<file path="config.mk">
export PLATFORM = sky130hd
export DESIGN_NAME = embedded_clock_deserializer_lock
export DESIGN_NICKNAME = d
export VERILOG_FILES = /design/src/deser_pkg.sv /design/src/pin_sync3.sv /design/src/link_edge.sv /design/src/embedded_clock_deserializer_lock.sv
export SDC_FILE = /design/constraint.sdc
export NUM_CORES = 1
export LEC_CHECK = 0
export ABC_AREA = 1
export BUFFER_PORTS_ARGS = -buffer_cell sky130_fd_sc_hd__buf_2
export CORE_AREA = 3 3 106 108
export CTS_CLUSTER_SIZE = 14
export DETAILED_ROUTE_END_ITERATION = 10
export DIE_AREA = 0 0 109 111
export PLACE_DENSITY = 0.48
export SYNTH_ARGS = -nofsm -noshare
export SYNTH_HDL_FRONTEND = slang
export SYNTH_HIERARCHICAL = 1
export SYNTH_SLANG_ARGS = --single-unit
</file>
<file path="constraint.sdc">
create_clock -name ref_clk -period 2.5 [get_ports ref_clk]
set_input_delay 0.5 -clock ref_clk [delete_from_list [all_inputs] [get_ports ref_clk]]
set_output_delay 0.5 -clock ref_clk [all_outputs]
set_load 0.005 [all_outputs]
</file>
<file path="src/deser_pkg.sv">
package deser_pkg;
	// Frame layout
	localparam int                DATA_BITS    = 10;
	localparam int                FRAME_BITS   = 12;
	localparam logic [3:0]        LAST_BIT     = 4'hb;
	localparam logic [3:0]        MID_BIT      = 4'h5;
	localparam int                START_POS    = 11;
	localparam int                STOP_POS     = 0;
	// Lock qualification, in frames
	localparam logic [2:0]        LOCK_FRAMES  = 3'h4;
	localparam logic [1:0]        LOSS_FRAMES  = 2'h2;
	// Register map, byte addresses
	localparam logic [7:0]        OFS_STATUS   = 8'h00;
	localparam logic [7:0]        OFS_MASK     = 8'h04;
	localparam logic [7:0]        OFS_STATE    = 8'h08;
	localparam logic [7:0]        OFS_CTRL     = 8'h0c;
	// Event bit positions in status and mask
	localparam int                EV_GAINED    = 0;
	localparam int                EV_LOST      = 1;
	localparam int                EV_BADFRAME  = 2;
	localparam int                EV_BITS      = 3;
	// Control bit positions
	localparam int                CTRL_UNLOCK  = 0;
	// Reset values
	localparam logic [2:0]        MASK_RESET   = 3'h0;
	localparam logic [0:0]        CTRL_RESET   = 1'h0;
	// Pin synchroniser lanes
	localparam int                PIN_LANES    = 5;
	localparam int                LN_SERIAL    = 0;
	localparam int                LN_LINKCLK   = 1;
	localparam int                LN_PDN       = 2;
	localparam int                LN_OUTEN     = 3;
	localparam int                LN_EDGE      = 4;
	localparam logic [4:0]        PIN_RESET    = 5'h00;

	// Operating states
	typedef enum logic [1:0] {
		ST_DOWN   = 2'b00,
		ST_INIT   = 2'b01,
		ST_XFER   = 2'b10,
		ST_RESYNC = 2'b11
	} deser_state_t;
endpackage

</file>
<file path="src/pin_sync3.sv">
`timescale 1ns/1ps
`default_nettype none
module pin_sync3 #(
	parameter int          WIDTH = 1
) (
	// Clock and reset
	input  wire logic             ref_clk,
	input  wire logic             rst,
	// Asynchronous pins and their settled copies
	input  wire logic [WIDTH-1:0] pins,
	output logic      [WIDTH-1:0] settled
);
	logic [WIDTH-1:0] s1_q;
	logic [WIDTH-1:0] s2_q;
	logic [WIDTH-1:0] s3_q;
	logic [WIDTH-1:0] agree;

	// Only the second and third stages are compared, never the first
	assign agree = ~(s2_q ^ s3_q);

	// Three stage chain
	always_ff @(posedge ref_clk) begin
		if (rst) begin
			s1_q <= '0;
			s2_q <= '0;
			s3_q <= '0;
		end else begin
			s1_q <= pins;
			s2_q <= s1_q;
			s3_q <= s2_q;
		end
	end

	// A lane moves only once two stages agree
	always_ff @(posedge ref_clk) begin
		if (rst) begin
			settled <= '0;
		end else begin
			settled <= (agree & s3_q) | (~agree & settled);
		end
	end
endmodule
`default_nettype wire

</file>
<file path="src/link_edge.sv">
`timescale 1ns/1ps
`default_nettype none
module link_edge (
	// Clock and reset
	input  wire logic ref_clk,
	input  wire logic rst,
	// Settled link clock and its rising edge strobe
	input  wire logic link_level,
	output logic      rise_pulse
);
	logic prev_q;

	// One cycle enable per link bit
	always_ff @(posedge ref_clk) begin
		if (rst) begin
			prev_q     <= 1'b0;
			rise_pulse <= 1'b0;
		end else begin
			prev_q     <= link_level;
			rise_pulse <= link_level & ~prev_q;
		end
	end
endmodule
`default_nettype wire

</file>
<file path="src/embedded_clock_deserializer_lock.sv">
// Design decisions made here: the register offsets and the plain strobed port.
`timescale 1ns/1ps
`default_nettype none
module embedded_clock_deserializer_lock (
	// Clock and reset
	input  wire logic       ref_clk,
	input  wire logic       rst,
	// Serial link, sampled on the link bit clock
	input  wire logic       serial_in,
	input  wire logic       link_bit_clk,
	// Control pins
	input  wire logic       power_down_n,
	input  wire logic       out_enable,
	input  wire logic       out_edge_select,
	// Parallel side, output enables low while driving
	output logic      [9:0] parallel_out,
	output logic            parallel_out_oe_n,
	output logic            recovered_clk,
	output logic            recovered_clk_oe_n,
	output logic            lock_n,
	// Register port
	input  wire logic [7:0] reg_addr,
	input  wire logic [31:0] reg_wdata,
	input  wire logic       reg_wr,
	input  wire logic       reg_rd,
	output logic      [31:0] reg_rdata,
	output logic            irq
);
	logic [deser_pkg::PIN_LANES-1:0] pins_s;
	logic                            sample_en;
	logic                            bit_s;
	logic                            pdn_s;
	logic                            oen_s;
	logic                            edge_s;
	deser_pkg::deser_state_t         state_q;
	deser_pkg::deser_state_t         state_d;
	logic [11:0]                     sr_q;
	logic [11:0]                     sr_d;
	logic [3:0]                      bit_cnt_q;
	logic [3:0]                      bit_cnt_d;
	logic [2:0]                      good_q;
	logic [1:0]                      bad_q;
	logic                            hunting;
	logic                            frame_done;
	logic                            frame_ok;
	logic                            lock_reach;
	logic                            loss_reach;
	logic                            mid_frame;
	logic [9:0]                      word;
	logic [2:0]                      status_q;
	logic [2:0]                      status_d;
	logic [2:0]                      mask_q;
	logic [0:0]                      ctrl_q;
	logic [2:0]                      events;
	logic                            wr_status;
	logic                            wr_mask;
	logic                            wr_ctrl;
	logic [31:0]                     rd_mux;
	logic                            force_unlock;

	// Every control and link pin passes the three stage chain; rst and the register port do not
	// Link clock and serial bit share one chain, so their skew stays fixed
	pin_sync3 #(
		.WIDTH(deser_pkg::PIN_LANES)
	) i_pin_sync3 (
		.ref_clk (ref_clk),
		.rst     (rst),
		.pins    ({out_edge_select, out_enable, power_down_n, link_bit_clk, serial_in}),
		.settled (pins_s)
	);

	assign bit_s  = pins_s[deser_pkg::LN_SERIAL];
	assign pdn_s  = pins_s[deser_pkg::LN_PDN];
	assign oen_s  = pins_s[deser_pkg::LN_OUTEN];
	assign edge_s = pins_s[deser_pkg::LN_EDGE];

	// Link clock rise gives the bit sample enable
	link_edge i_link_edge (
		.ref_clk    (ref_clk),
		.rst        (rst),
		.link_level (pins_s[deser_pkg::LN_LINKCLK]),
		.rise_pulse (sample_en)
	);

	// Frame window: oldest bit is the start bit
	assign sr_d       = {sr_q[10:0], bit_s};
	assign frame_done = sample_en && (bit_cnt_q == deser_pkg::LAST_BIT);
	assign frame_ok   = sr_d[deser_pkg::START_POS] & ~sr_d[deser_pkg::STOP_POS];
	assign mid_frame  = sample_en && (bit_cnt_q == deser_pkg::MID_BIT);
	assign hunting    = (state_q == deser_pkg::ST_INIT) || (state_q == deser_pkg::ST_RESYNC);
	assign force_unlock = ctrl_q[deser_pkg::CTRL_UNLOCK];
	// Enough clean frames in a row qualifies lock
	assign lock_reach = frame_done && frame_ok && !force_unlock
		&& (good_q == deser_pkg::LOCK_FRAMES - 3'h1);
	assign loss_reach = frame_done && !frame_ok
		&& (bad_q == deser_pkg::LOSS_FRAMES - 2'h1);

	// First data bit after start lands on bit 0
	genvar gi;
	generate
		for (gi = 0; gi < deser_pkg::DATA_BITS; gi++) begin : g_word
			assign word[gi] = sr_d[deser_pkg::START_POS-1-gi];
		end
	endgenerate

	// Slip one bit after a bad frame while hunting
	assign bit_cnt_d = !sample_en ? bit_cnt_q :
		!frame_done ? bit_cnt_q + 4'h1 :
		(hunting && !frame_ok) ? deser_pkg::LAST_BIT : 4'h0;

	// State sequencing
	always_comb begin
		state_d = state_q;
		unique case (state_q)
			deser_pkg::ST_DOWN: begin
				state_d = deser_pkg::ST_INIT;
			end
			deser_pkg::ST_INIT, deser_pkg::ST_RESYNC: begin
				if (lock_reach) begin
					state_d = deser_pkg::ST_XFER;
				end
			end
			deser_pkg::ST_XFER: begin
				if (force_unlock || loss_reach) begin
					state_d = deser_pkg::ST_RESYNC;
				end
			end
		endcase
		if (!pdn_s) begin
			state_d = deser_pkg::ST_DOWN;
		end
	end

	// Bit and frame tracking
	always_ff @(posedge ref_clk) begin
		if (rst) begin
			state_q   <= deser_pkg::ST_DOWN;
			sr_q      <= 12'h000;
			bit_cnt_q <= 4'h0;
		end else begin
			state_q   <= state_d;
			sr_q      <= sample_en ? sr_d : sr_q;
			bit_cnt_q <= (state_q == deser_pkg::ST_DOWN) ? 4'h0 : bit_cnt_d;
		end
	end

	// Clean and bad frame run lengths
	// Good count wraps under forced unlock; lock then waits for the next run
	always_ff @(posedge ref_clk) begin
		if (rst || !hunting) begin
			good_q <= 3'h0;
		end else if (frame_done) begin
			good_q <= frame_ok ? good_q + 3'h1 : 3'h0;
		end
	end

	// A single bad frame is tolerated to ride out a noise hit
	always_ff @(posedge ref_clk) begin
		if (rst || state_q != deser_pkg::ST_XFER) begin
			bad_q <= 2'h0;
		end else if (frame_done) begin
			bad_q <= frame_ok ? 2'h0 : bad_q + 2'h1;
		end
	end

	// Lock indicator and output enables follow the next state
	always_ff @(posedge ref_clk) begin
		if (rst) begin
			lock_n             <= 1'b1;
			parallel_out_oe_n  <= 1'b1;
			recovered_clk_oe_n <= 1'b1;
		end else begin
			lock_n             <= state_d != deser_pkg::ST_XFER;
			parallel_out_oe_n  <= !(state_d == deser_pkg::ST_XFER && oen_s);
			recovered_clk_oe_n <= !(state_d == deser_pkg::ST_XFER && oen_s);
		end
	end

	// Data changes on the inactive edge, active edge falls mid frame
	always_ff @(posedge ref_clk) begin
		if (rst) begin
			parallel_out  <= 10'h000;
			recovered_clk <= 1'b0;
		end else if (frame_done && state_d == deser_pkg::ST_XFER) begin
			parallel_out  <= word;
			recovered_clk <= ~edge_s;
		end else if (mid_frame && state_q == deser_pkg::ST_XFER) begin
			recovered_clk <= edge_s;
		end
	end

	// Register decode
	// Unmapped addresses read zero and ignore writes
	assign wr_status = reg_wr && reg_addr == deser_pkg::OFS_STATUS;
	assign wr_mask   = reg_wr && reg_addr == deser_pkg::OFS_MASK;
	assign wr_ctrl   = reg_wr && reg_addr == deser_pkg::OFS_CTRL;
	assign events[deser_pkg::EV_GAINED]   = state_q != deser_pkg::ST_XFER
		&& state_d == deser_pkg::ST_XFER;
	assign events[deser_pkg::EV_LOST]     = state_q == deser_pkg::ST_XFER
		&& state_d != deser_pkg::ST_XFER;
	assign events[deser_pkg::EV_BADFRAME] = state_q == deser_pkg::ST_XFER
		&& frame_done && !frame_ok;
	// Set beats a simultaneous write-one clear
	assign status_d = (status_q & ~(wr_status ? reg_wdata[2:0] : 3'h0)) | events;
	assign rd_mux =
		(reg_addr == deser_pkg::OFS_STATUS) ? {29'h0000_0000, status_q} :
		(reg_addr == deser_pkg::OFS_MASK)   ? {29'h0000_0000, mask_q} :
		(reg_addr == deser_pkg::OFS_STATE)  ? {29'h0000_0000, lock_n, state_q} :
		(reg_addr == deser_pkg::OFS_CTRL)   ? {31'h0000_0000, ctrl_q} : 32'h0000_0000;

	// Status, mask, control and interrupt
	always_ff @(posedge ref_clk) begin
		if (rst) begin
			status_q <= 3'h0;
			mask_q   <= deser_pkg::MASK_RESET;
			ctrl_q   <= deser_pkg::CTRL_RESET;
			irq      <= 1'b0;
		end else begin
			status_q <= status_d;
			mask_q   <= wr_mask ? reg_wdata[2:0] : mask_q;
			ctrl_q   <= wr_ctrl ? reg_wdata[0:0] : ctrl_q;
			irq      <= |(status_d & mask_q);
		end
	end

	// Read data stands the cycle after the strobe only
	always_ff @(posedge ref_clk) begin
		if (rst) begin
			reg_rdata <= 32'h0000_0000;
		end else begin
			reg_rdata <= reg_rd ? rd_mux : 32'h0000_0000;
		end
	end
endmodule
`default_nettype wire

</file>
Word level (Yosys, flattened, before mapping) --
Cells that the tools add are included.
Cells by class: reductions and logical operators 34, multiplexer cells 15, bitwise gates (word level) 16, equality and inequality tests 13, $add $sub $neg 3
Operators by type and width (count):
- 1-bit logical AND | 18
- 8-bit by 4-bit equality test with 1-bit output, second input constant | 2
- 3-bit two-way mux | 5
- 5-bit AND | 2
- 5-bit inverter | 2
- 8-bit by 3-bit equality test with 1-bit output, second input constant | 1
- 8-bit logical NOT | 1
- 2-bit two-way mux | 4
- 4-bit two-way mux | 2
- 3-bit AND | 2
- 2-bit equality test, second input constant | 3
- 2-bit case mux with 3 select lines | 1
- 2-bit OR reduction | 3
- 5-bit OR | 1
- 5-bit OR reduction | 1
- 5-bit XOR | 1
- 4-bit by 1-bit adder with 4-bit output, second input constant | 1
- 2-bit by 1-bit equality test with 1-bit output, second input constant | 2
- 4-bit by 3-bit equality test with 1-bit output, second input constant | 1
- 4-bit equality test, second input constant | 1
- 1-bit logical NOT | 4
- 1-bit logical OR | 4
- 2-bit != test, second input constant | 2
- 1-bit inverter | 4
- 10 further kinds | 13
Storage, ports and cells: input bits 49, word-level logic and storage cells 102, register bits after elaboration 97, output and inout bits 47

Depth between registers and ports, before layout --
word-level depth 14, mapped depth 15, gate-level depth less buffers 14

Modules after synthesis --
Netlist, hierarchy kept.
Modules (own cells, without submodules):
- embedded_clock_deserializer_lock | area each 2301.0 um^2, cells each 319, seq. area each 920.9 um^2, times used 1
- pin_sync3 | area each 608.1 um^2, cells each 68, seq. area each 400.4 um^2, times used 1
- link_edge | area each 60.1 um^2, cells each 6, seq. area each 40.0 um^2, times used 1

Worst setup path after synthesis --
No wires, ideal clock.
path type reg-to-reg, start point reg bit_cnt_q[0], end point reg recovered_clk, data arrival time 1.514 ns, buffers on the path 1, path slack 0.875 ns, cell stages (with the launch flop) 14, period minus slack after synthesis 1.625 ns, required time 2.390 ns, cells stage by stage dfxtp_1 ha_1 nand2_1 nor2_4 nand3_1 nand2_1 nand3_1 nand2_2 nor2_4 inv_2 buf_6 nand2_1 inv_1 nor2_2
Between the ends: cells in the longest elaborated chain, start to end 11, elaborated cells between the ends (all ways) 19
Ends and longest elaborated chain:
- start: declaration | line embedded_clock_deserializer_lock.sv:39 | logic [3:0] bit_cnt_q;
- start signal: assignment | line embedded_clock_deserializer_lock.sv:143 | bit_cnt_q <= (state_q == deser_pkg::ST_DOWN) ? 4'h0 : bit_cnt_d;
- 4-bit equality test | line embedded_clock_deserializer_lock.sv:87 | assign frame_done = sample_en && (bit_cnt_q == deser_pkg::LAST_BIT);
- 1-bit logical AND | line embedded_clock_deserializer_lock.sv:87
- 1-bit logical AND (on tied branches) | line embedded_clock_deserializer_lock.sv:95, embedded_clock_deserializer_lock.sv:93
- 1-bit logical AND (on tied branches) | line embedded_clock_deserializer_lock.sv:96, embedded_clock_deserializer_lock.sv:93
- 1-bit logical OR / 1-bit logical AND (equally long branches) | line embedded_clock_deserializer_lock.sv:124, embedded_clock_deserializer_lock.sv:94
- 2-bit two-way mux (on tied branches) | line embedded_clock_deserializer_lock.sv:124, embedded_clock_deserializer_lock.sv:119
- 2-bit case mux with 3 select lines | line embedded_clock_deserializer_lock.sv:114 | unique case (state_q)
- 2-bit two-way mux | line embedded_clock_deserializer_lock.sv:129 | if (!pdn_s) begin
- 2-bit equality test | line embedded_clock_deserializer_lock.sv:184 | end else if (frame_done && state_d == deser_pkg::ST_XFER) begin
- 1-bit logical AND | line embedded_clock_deserializer_lock.sv:184
- 1-bit two-way mux / 2-bit nonzero test (equally long branches)
- end signal: assignment | line embedded_clock_deserializer_lock.sv:186 | recovered_clk <= ~edge_s;
- end signal: assignment | line embedded_clock_deserializer_lock.sv:188 | recovered_clk <= edge_s;
- end: declaration | line embedded_clock_deserializer_lock.sv:18 | output logic recovered_clk,
Several ways; a longest one is shown, not always the timed one. A chain may end at the register's enable or synchronous reset.

Worst setup path after layout --
start point reg bit_cnt_q[0], end point reg parallel_out[8]
Between the ends: cells in the longest elaborated chain, start to end 10, elaborated cells between the ends (all ways) 14
Ends and longest elaborated chain:
- 4-bit equality test * | line embedded_clock_deserializer_lock.sv:87
- 1-bit logical AND * | line embedded_clock_deserializer_lock.sv:87
- 1-bit logical AND (on tied branches) | line embedded_clock_deserializer_lock.sv:95, embedded_clock_deserializer_lock.sv:93
- 1-bit logical AND (on tied branches) | line embedded_clock_deserializer_lock.sv:96, embedded_clock_deserializer_lock.sv:93
- 1-bit logical OR / 1-bit logical AND (equally long branches) | line embedded_clock_deserializer_lock.sv:124, embedded_clock_deserializer_lock.sv:94
- 2-bit two-way mux (on tied branches) | line embedded_clock_deserializer_lock.sv:124, embedded_clock_deserializer_lock.sv:119
- 2-bit case mux with 3 select lines | line embedded_clock_deserializer_lock.sv:114
- 2-bit two-way mux | line embedded_clock_deserializer_lock.sv:129
- 2-bit equality test | line embedded_clock_deserializer_lock.sv:184
- 1-bit logical AND * | line embedded_clock_deserializer_lock.sv:184
- end signal: assignment | line embedded_clock_deserializer_lock.sv:185 | parallel_out <= word;
- end: declaration | line embedded_clock_deserializer_lock.sv:16 | output logic [9:0] parallel_out,
Every way passes the cells marked *; elsewhere a longest branch is shown, timed or not.

==> impl_metrics.env <==
export IMPL_finClkSkew_ns=0.00548
export IMPL_htreeDepth=3
export IMPL_status="completed"
export IMPL_synthArstFlopShare_pct=0
export IMPL_required_ns=2.78
export IMPL_cap_violations=0
export IMPL_sw_frac_of_total_pct=21.9
export IMPL_pwr_share_seq_pct=55.5
export IMPL_hold_class="in2reg"
export IMPL_post_place_ws_ns=0.494
export IMPL_ctsHoldBuffers=0
export IMPL_post_cts_buffers=0
export IMPL_cts_sinks=68
export IMPL_multiInputGateArea_mm2=0.00114
export IMPL_drt_iter0_drc=87
export IMPL_synth_compound_area_share_pct=10.1
export IMPL_yosys_register_bits=68
export IMPL_power_share_clock_pct=40.9
export IMPL_dp_final_hpwl_um=3810
export IMPL_synth_top_area_share_pct=45.8
export IMPL_synthCells=393
export IMPL_rsz0062_at_grt="no"
export IMPL_grt_start_max_net_pins=32
export IMPL_dieArea_mm2=0.0121
export IMPL_ant_nets=0
export IMPL_critPathArrivalTime_ns=2.26
export IMPL_cp_start_kind="flip-flop"
export IMPL_synth_xor_area_share_pct=0.295
export IMPL_ys_types=34
export IMPL_die_h_um=111
export IMPL_cts_tree="done"
export IMPL_hold_depth=3
export IMPL_rows=37
export IMPL_r2r_end="parallel_out[8]"
export IMPL_routedWlPerCell_um=9.34
export IMPL_reg2reg_slack_ns=0.51
export IMPL_seq_area_mm2=0.00136
export IMPL_crit_path_start="bit_cnt_q[0]"
export IMPL_ir_drop_v=0.000280
export IMPL_synth_edf_count=0
export IMPL_slew_headroom_pct=60.5
export IMPL_port_buffers=37
export IMPL_initial_utilization_pct=28.8
export IMPL_p_leak_nw=1.46
export IMPL_setup_viol=0
export IMPL_power_internal_w=0.00154
export IMPL_antenna_cells=0
export IMPL_gp_congestion=0.781
export IMPL_clkLatencyLatePin_ns=0.34
export IMPL_crit_fanout=12
export IMPL_r2r_cells=13
export IMPL_yosys_area_share_simple_pct=22.1
export IMPL_synthAdderAreaFrac_pct=2.11
export IMPL_p_comb_share_pct=3.6
export IMPL_via_per_inst=4.04
export IMPL_synth_largest_area_cell="dfxtp_1"
export IMPL_clockBufferDepth=2
export IMPL_grt_pass1_vias=2145
export IMPL_cts_resized=0
export IMPL_synth_mux_area_share_pct=0.337
export IMPL_fmax_mhz=504
export IMPL_synth_seq_area_share_pct=45.8
export IMPL_r2r_start="bit_cnt_q[0]"
export IMPL_num_vias=2302
export IMPL_core_mm2=0.0103
export IMPL_track_usage_pct=9.47
export IMPL_area_delta_synth_final_pct=12.1
export IMPL_overflow=0
export IMPL_crit_type="reg2reg"
export IMPL_drive_gt1_share_pct=17.3
export IMPL_finalHoldViolCount=0
export IMPL_yosys_top_cells_count="dfxtp_1, inv_1, nand2_1"
export IMPL_synth_top_family_by_area="simple AND/OR/NAND/NOR gates"
export IMPL_fin_crit_sh_pct=79.4
export IMPL_crit_path_end_kind="flip-flop"
export IMPL_netSwitchingPower_w=0.000434
export IMPL_root_buffer="clkbuf_8"
export IMPL_nets=485
export IMPL_synth_flop_cell="dfxtp_1"
export IMPL_wirelength_um=5320
export IMPL_die_x_um=109
export IMPL_slew_viol_final=0
export IMPL_finalSetupTns_ns=0
export IMPL_num_fill_cells=1133
export IMPL_ys_warn_count=6
export IMPL_yosysMostFrequentCell="dfxtp_1"
export IMPL_p_per_area_mw_per_mm2=594
export IMPL_drc=0
export IMPL_synthesis_area_mm2=0.00297
export IMPL_clk_pin_slew_ns=0.07
export IMPL_grt_pass1_wl_um=9250
export IMPL_numCtsBuffers=9
export IMPL_period_minus_slack_ns=1.99
export IMPL_firstDrtPassIters=4
export IMPL_io_pins=96
export IMPL_antenna_found_initial=0
export IMPL_avgSynthCellArea_um2=7.55
export IMPL_synth_area_leaders="dfxtp_1, inv_1, nand2_1"
export IMPL_worstMarginPinSlew_ns=0.587
export IMPL_hp_start="link_bit_clk"
export IMPL_fin_ws_ns=0.514
export IMPL_hold_end="i_pin_sync3/s1_q[1]"
-- state kept, by name, indices dropped and copies added, names as in the netlist, 2 cells and up, named ones only --
register / count
bit_cnt_q: 4
bad_q: 2
reg_rdata: 3
good_q: 3
mask_q: 3
state_q: 2
i_pin_sync3/s1_q: 5
i_pin_sync3/s2_q: 5
sr_q: 11
status_q: 3
i_pin_sync3/s3_q: 5
parallel_out: 10
-- per-stage QoR --
| step | power, W | cells | hold WS [ns] | utilization [%] | instance area, µm² |
|---|---|---|---|---|---|
| 2_1_floorplan | 0.00120 | 421 | 0.379 | - | 3070 |
| 3_3_place_gp | 0.00119 | 556 | 0.387 | 30.6 | 3150 |
| 3_5_place_dp | 0.00119 | 556 | 0.391 | 30.6 | 3150 |
| 4_1_cts | 0.00202 | 570 | 0.332 | 32.3 | 3330 |
| 5_1_grt | 0.00208 | 570 | 0.350 | 32.3 | 3330 |
| 6_report | 0.00198 | 570 | 0.356 | 32.3 | 3330 |
-- final cells by class --
type | instances | share of cell area, %
timing repair buffer | 40 | 6.24
multi-input combinational | 240 | 34.4
tap | 136 | 5.11
sequential | 68 | 40.9
clock buffer | 12 | 4.96
inverter | 72 | 8.12
clock inverter | 2 | 0.301
-- critical path: stages (launching register included) --
cell and delay [ns]:
dfxtp_1 0.39, ha_1 0.19, nand2_1 0.10, nor2_4 0.22
nand3_2 0.10, nand2_1 0.07, nand2_1 0.06, clkinv_1 0.06
nand2_2 0.07, nor2_4 0.27, inv_2 0.18, nand2_1 0.09
inv_1 0.04, nor2_2 0.06
-- placed cells by master (no fill, tap or decap) --
cell / netlist / final
nor4_1: 1 / 1
nor2_2: 10 / 10
inv_2: 3 / 3
dfxtp_1: 68 / 68
nand3_1: 13 / 13
o21a_1: 1 / 1
nand3_2: 1 / 1
a31oi_1: 2 / 2
clkinv_2: 0 / 2
buf_4: 30 / 3
inv_1: 67 / 67
clkinv_1: 2 / 2
conb_1: 1 / 29
a2bb2oi_1: 1 / 1
ha_1: 5 / 5
nor3_1: 1 / 1
nor4_2: 1 / 1
a21boi_0: 2 / 2
a21oi_1: 20 / 20
clkbuf_8: 0 / 12
nand2_1: 63 / 63
mux2i_1: 1 / 1
buf_2: 1 / 37
o21ai_1: 3 / 3
nor2_4: 2 / 2
o221ai_1: 2 / 2
nand2_2: 4 / 4
o21ai_0: 21 / 21
nor2_1: 51 / 51
a2111oi_0: 1 / 1
nand4_1: 3 / 3
xor2_1: 1 / 1
o311ai_0: 1 / 1
-- kinds of logic (layout without fill, tap and decap cells) --
family                     Yosys count  count (layout)
adders and majority gates            5               5
and+or+nand+nor                    150             150
muxes                                1               1
DFF                                 68              68
buffers and inverters              113             126
other                                1              29
AOI/OAI and AO/OA                   54              54
xor gates and xnor gates             1               1
-- how the worst max path moves through the flow --
stage / to / slack, ns / depth (start not counted)
after floorplan: recovered_clk / 0.88 / 13
after global placement: parallel_out[9] / 0.51 / 11
after detailed placement: parallel_out[8] / 0.49 / 13
after CTS: parallel_out[8] / 0.47 / 13
after global routing: parallel_out[6] / 0.21 / 13
final: parallel_out[8] / 0.51 / 13
-- power by group through the flow --
stage | sequential (W) | combinational [W] | clock (W)
2_1_floorplan | 0.00112 | 0.0000801 | 0
3_3_place_gp | 0.00112 | 0.0000697 | 0
3_5_place_dp | 0.00112 | 0.0000706 | 0
4_1_cts | 0.00110 | 0.0000708 | 0.000853
5_1_grt | 0.00110 | 0.0000845 | 0.000892
6_report | 0.00110 | 0.0000705 | 0.000809
-- per-layer routing --
metal	track usage, %	routed length, µm	up-vias
met2	15.4	2420	57
met3	3.32	337	10
li1	-	-	1218
met1	11.0	2460	1017
met5	0	0	-
met4	4.29	110	0
Note: power is estimated with default switching activity, not from simulation.
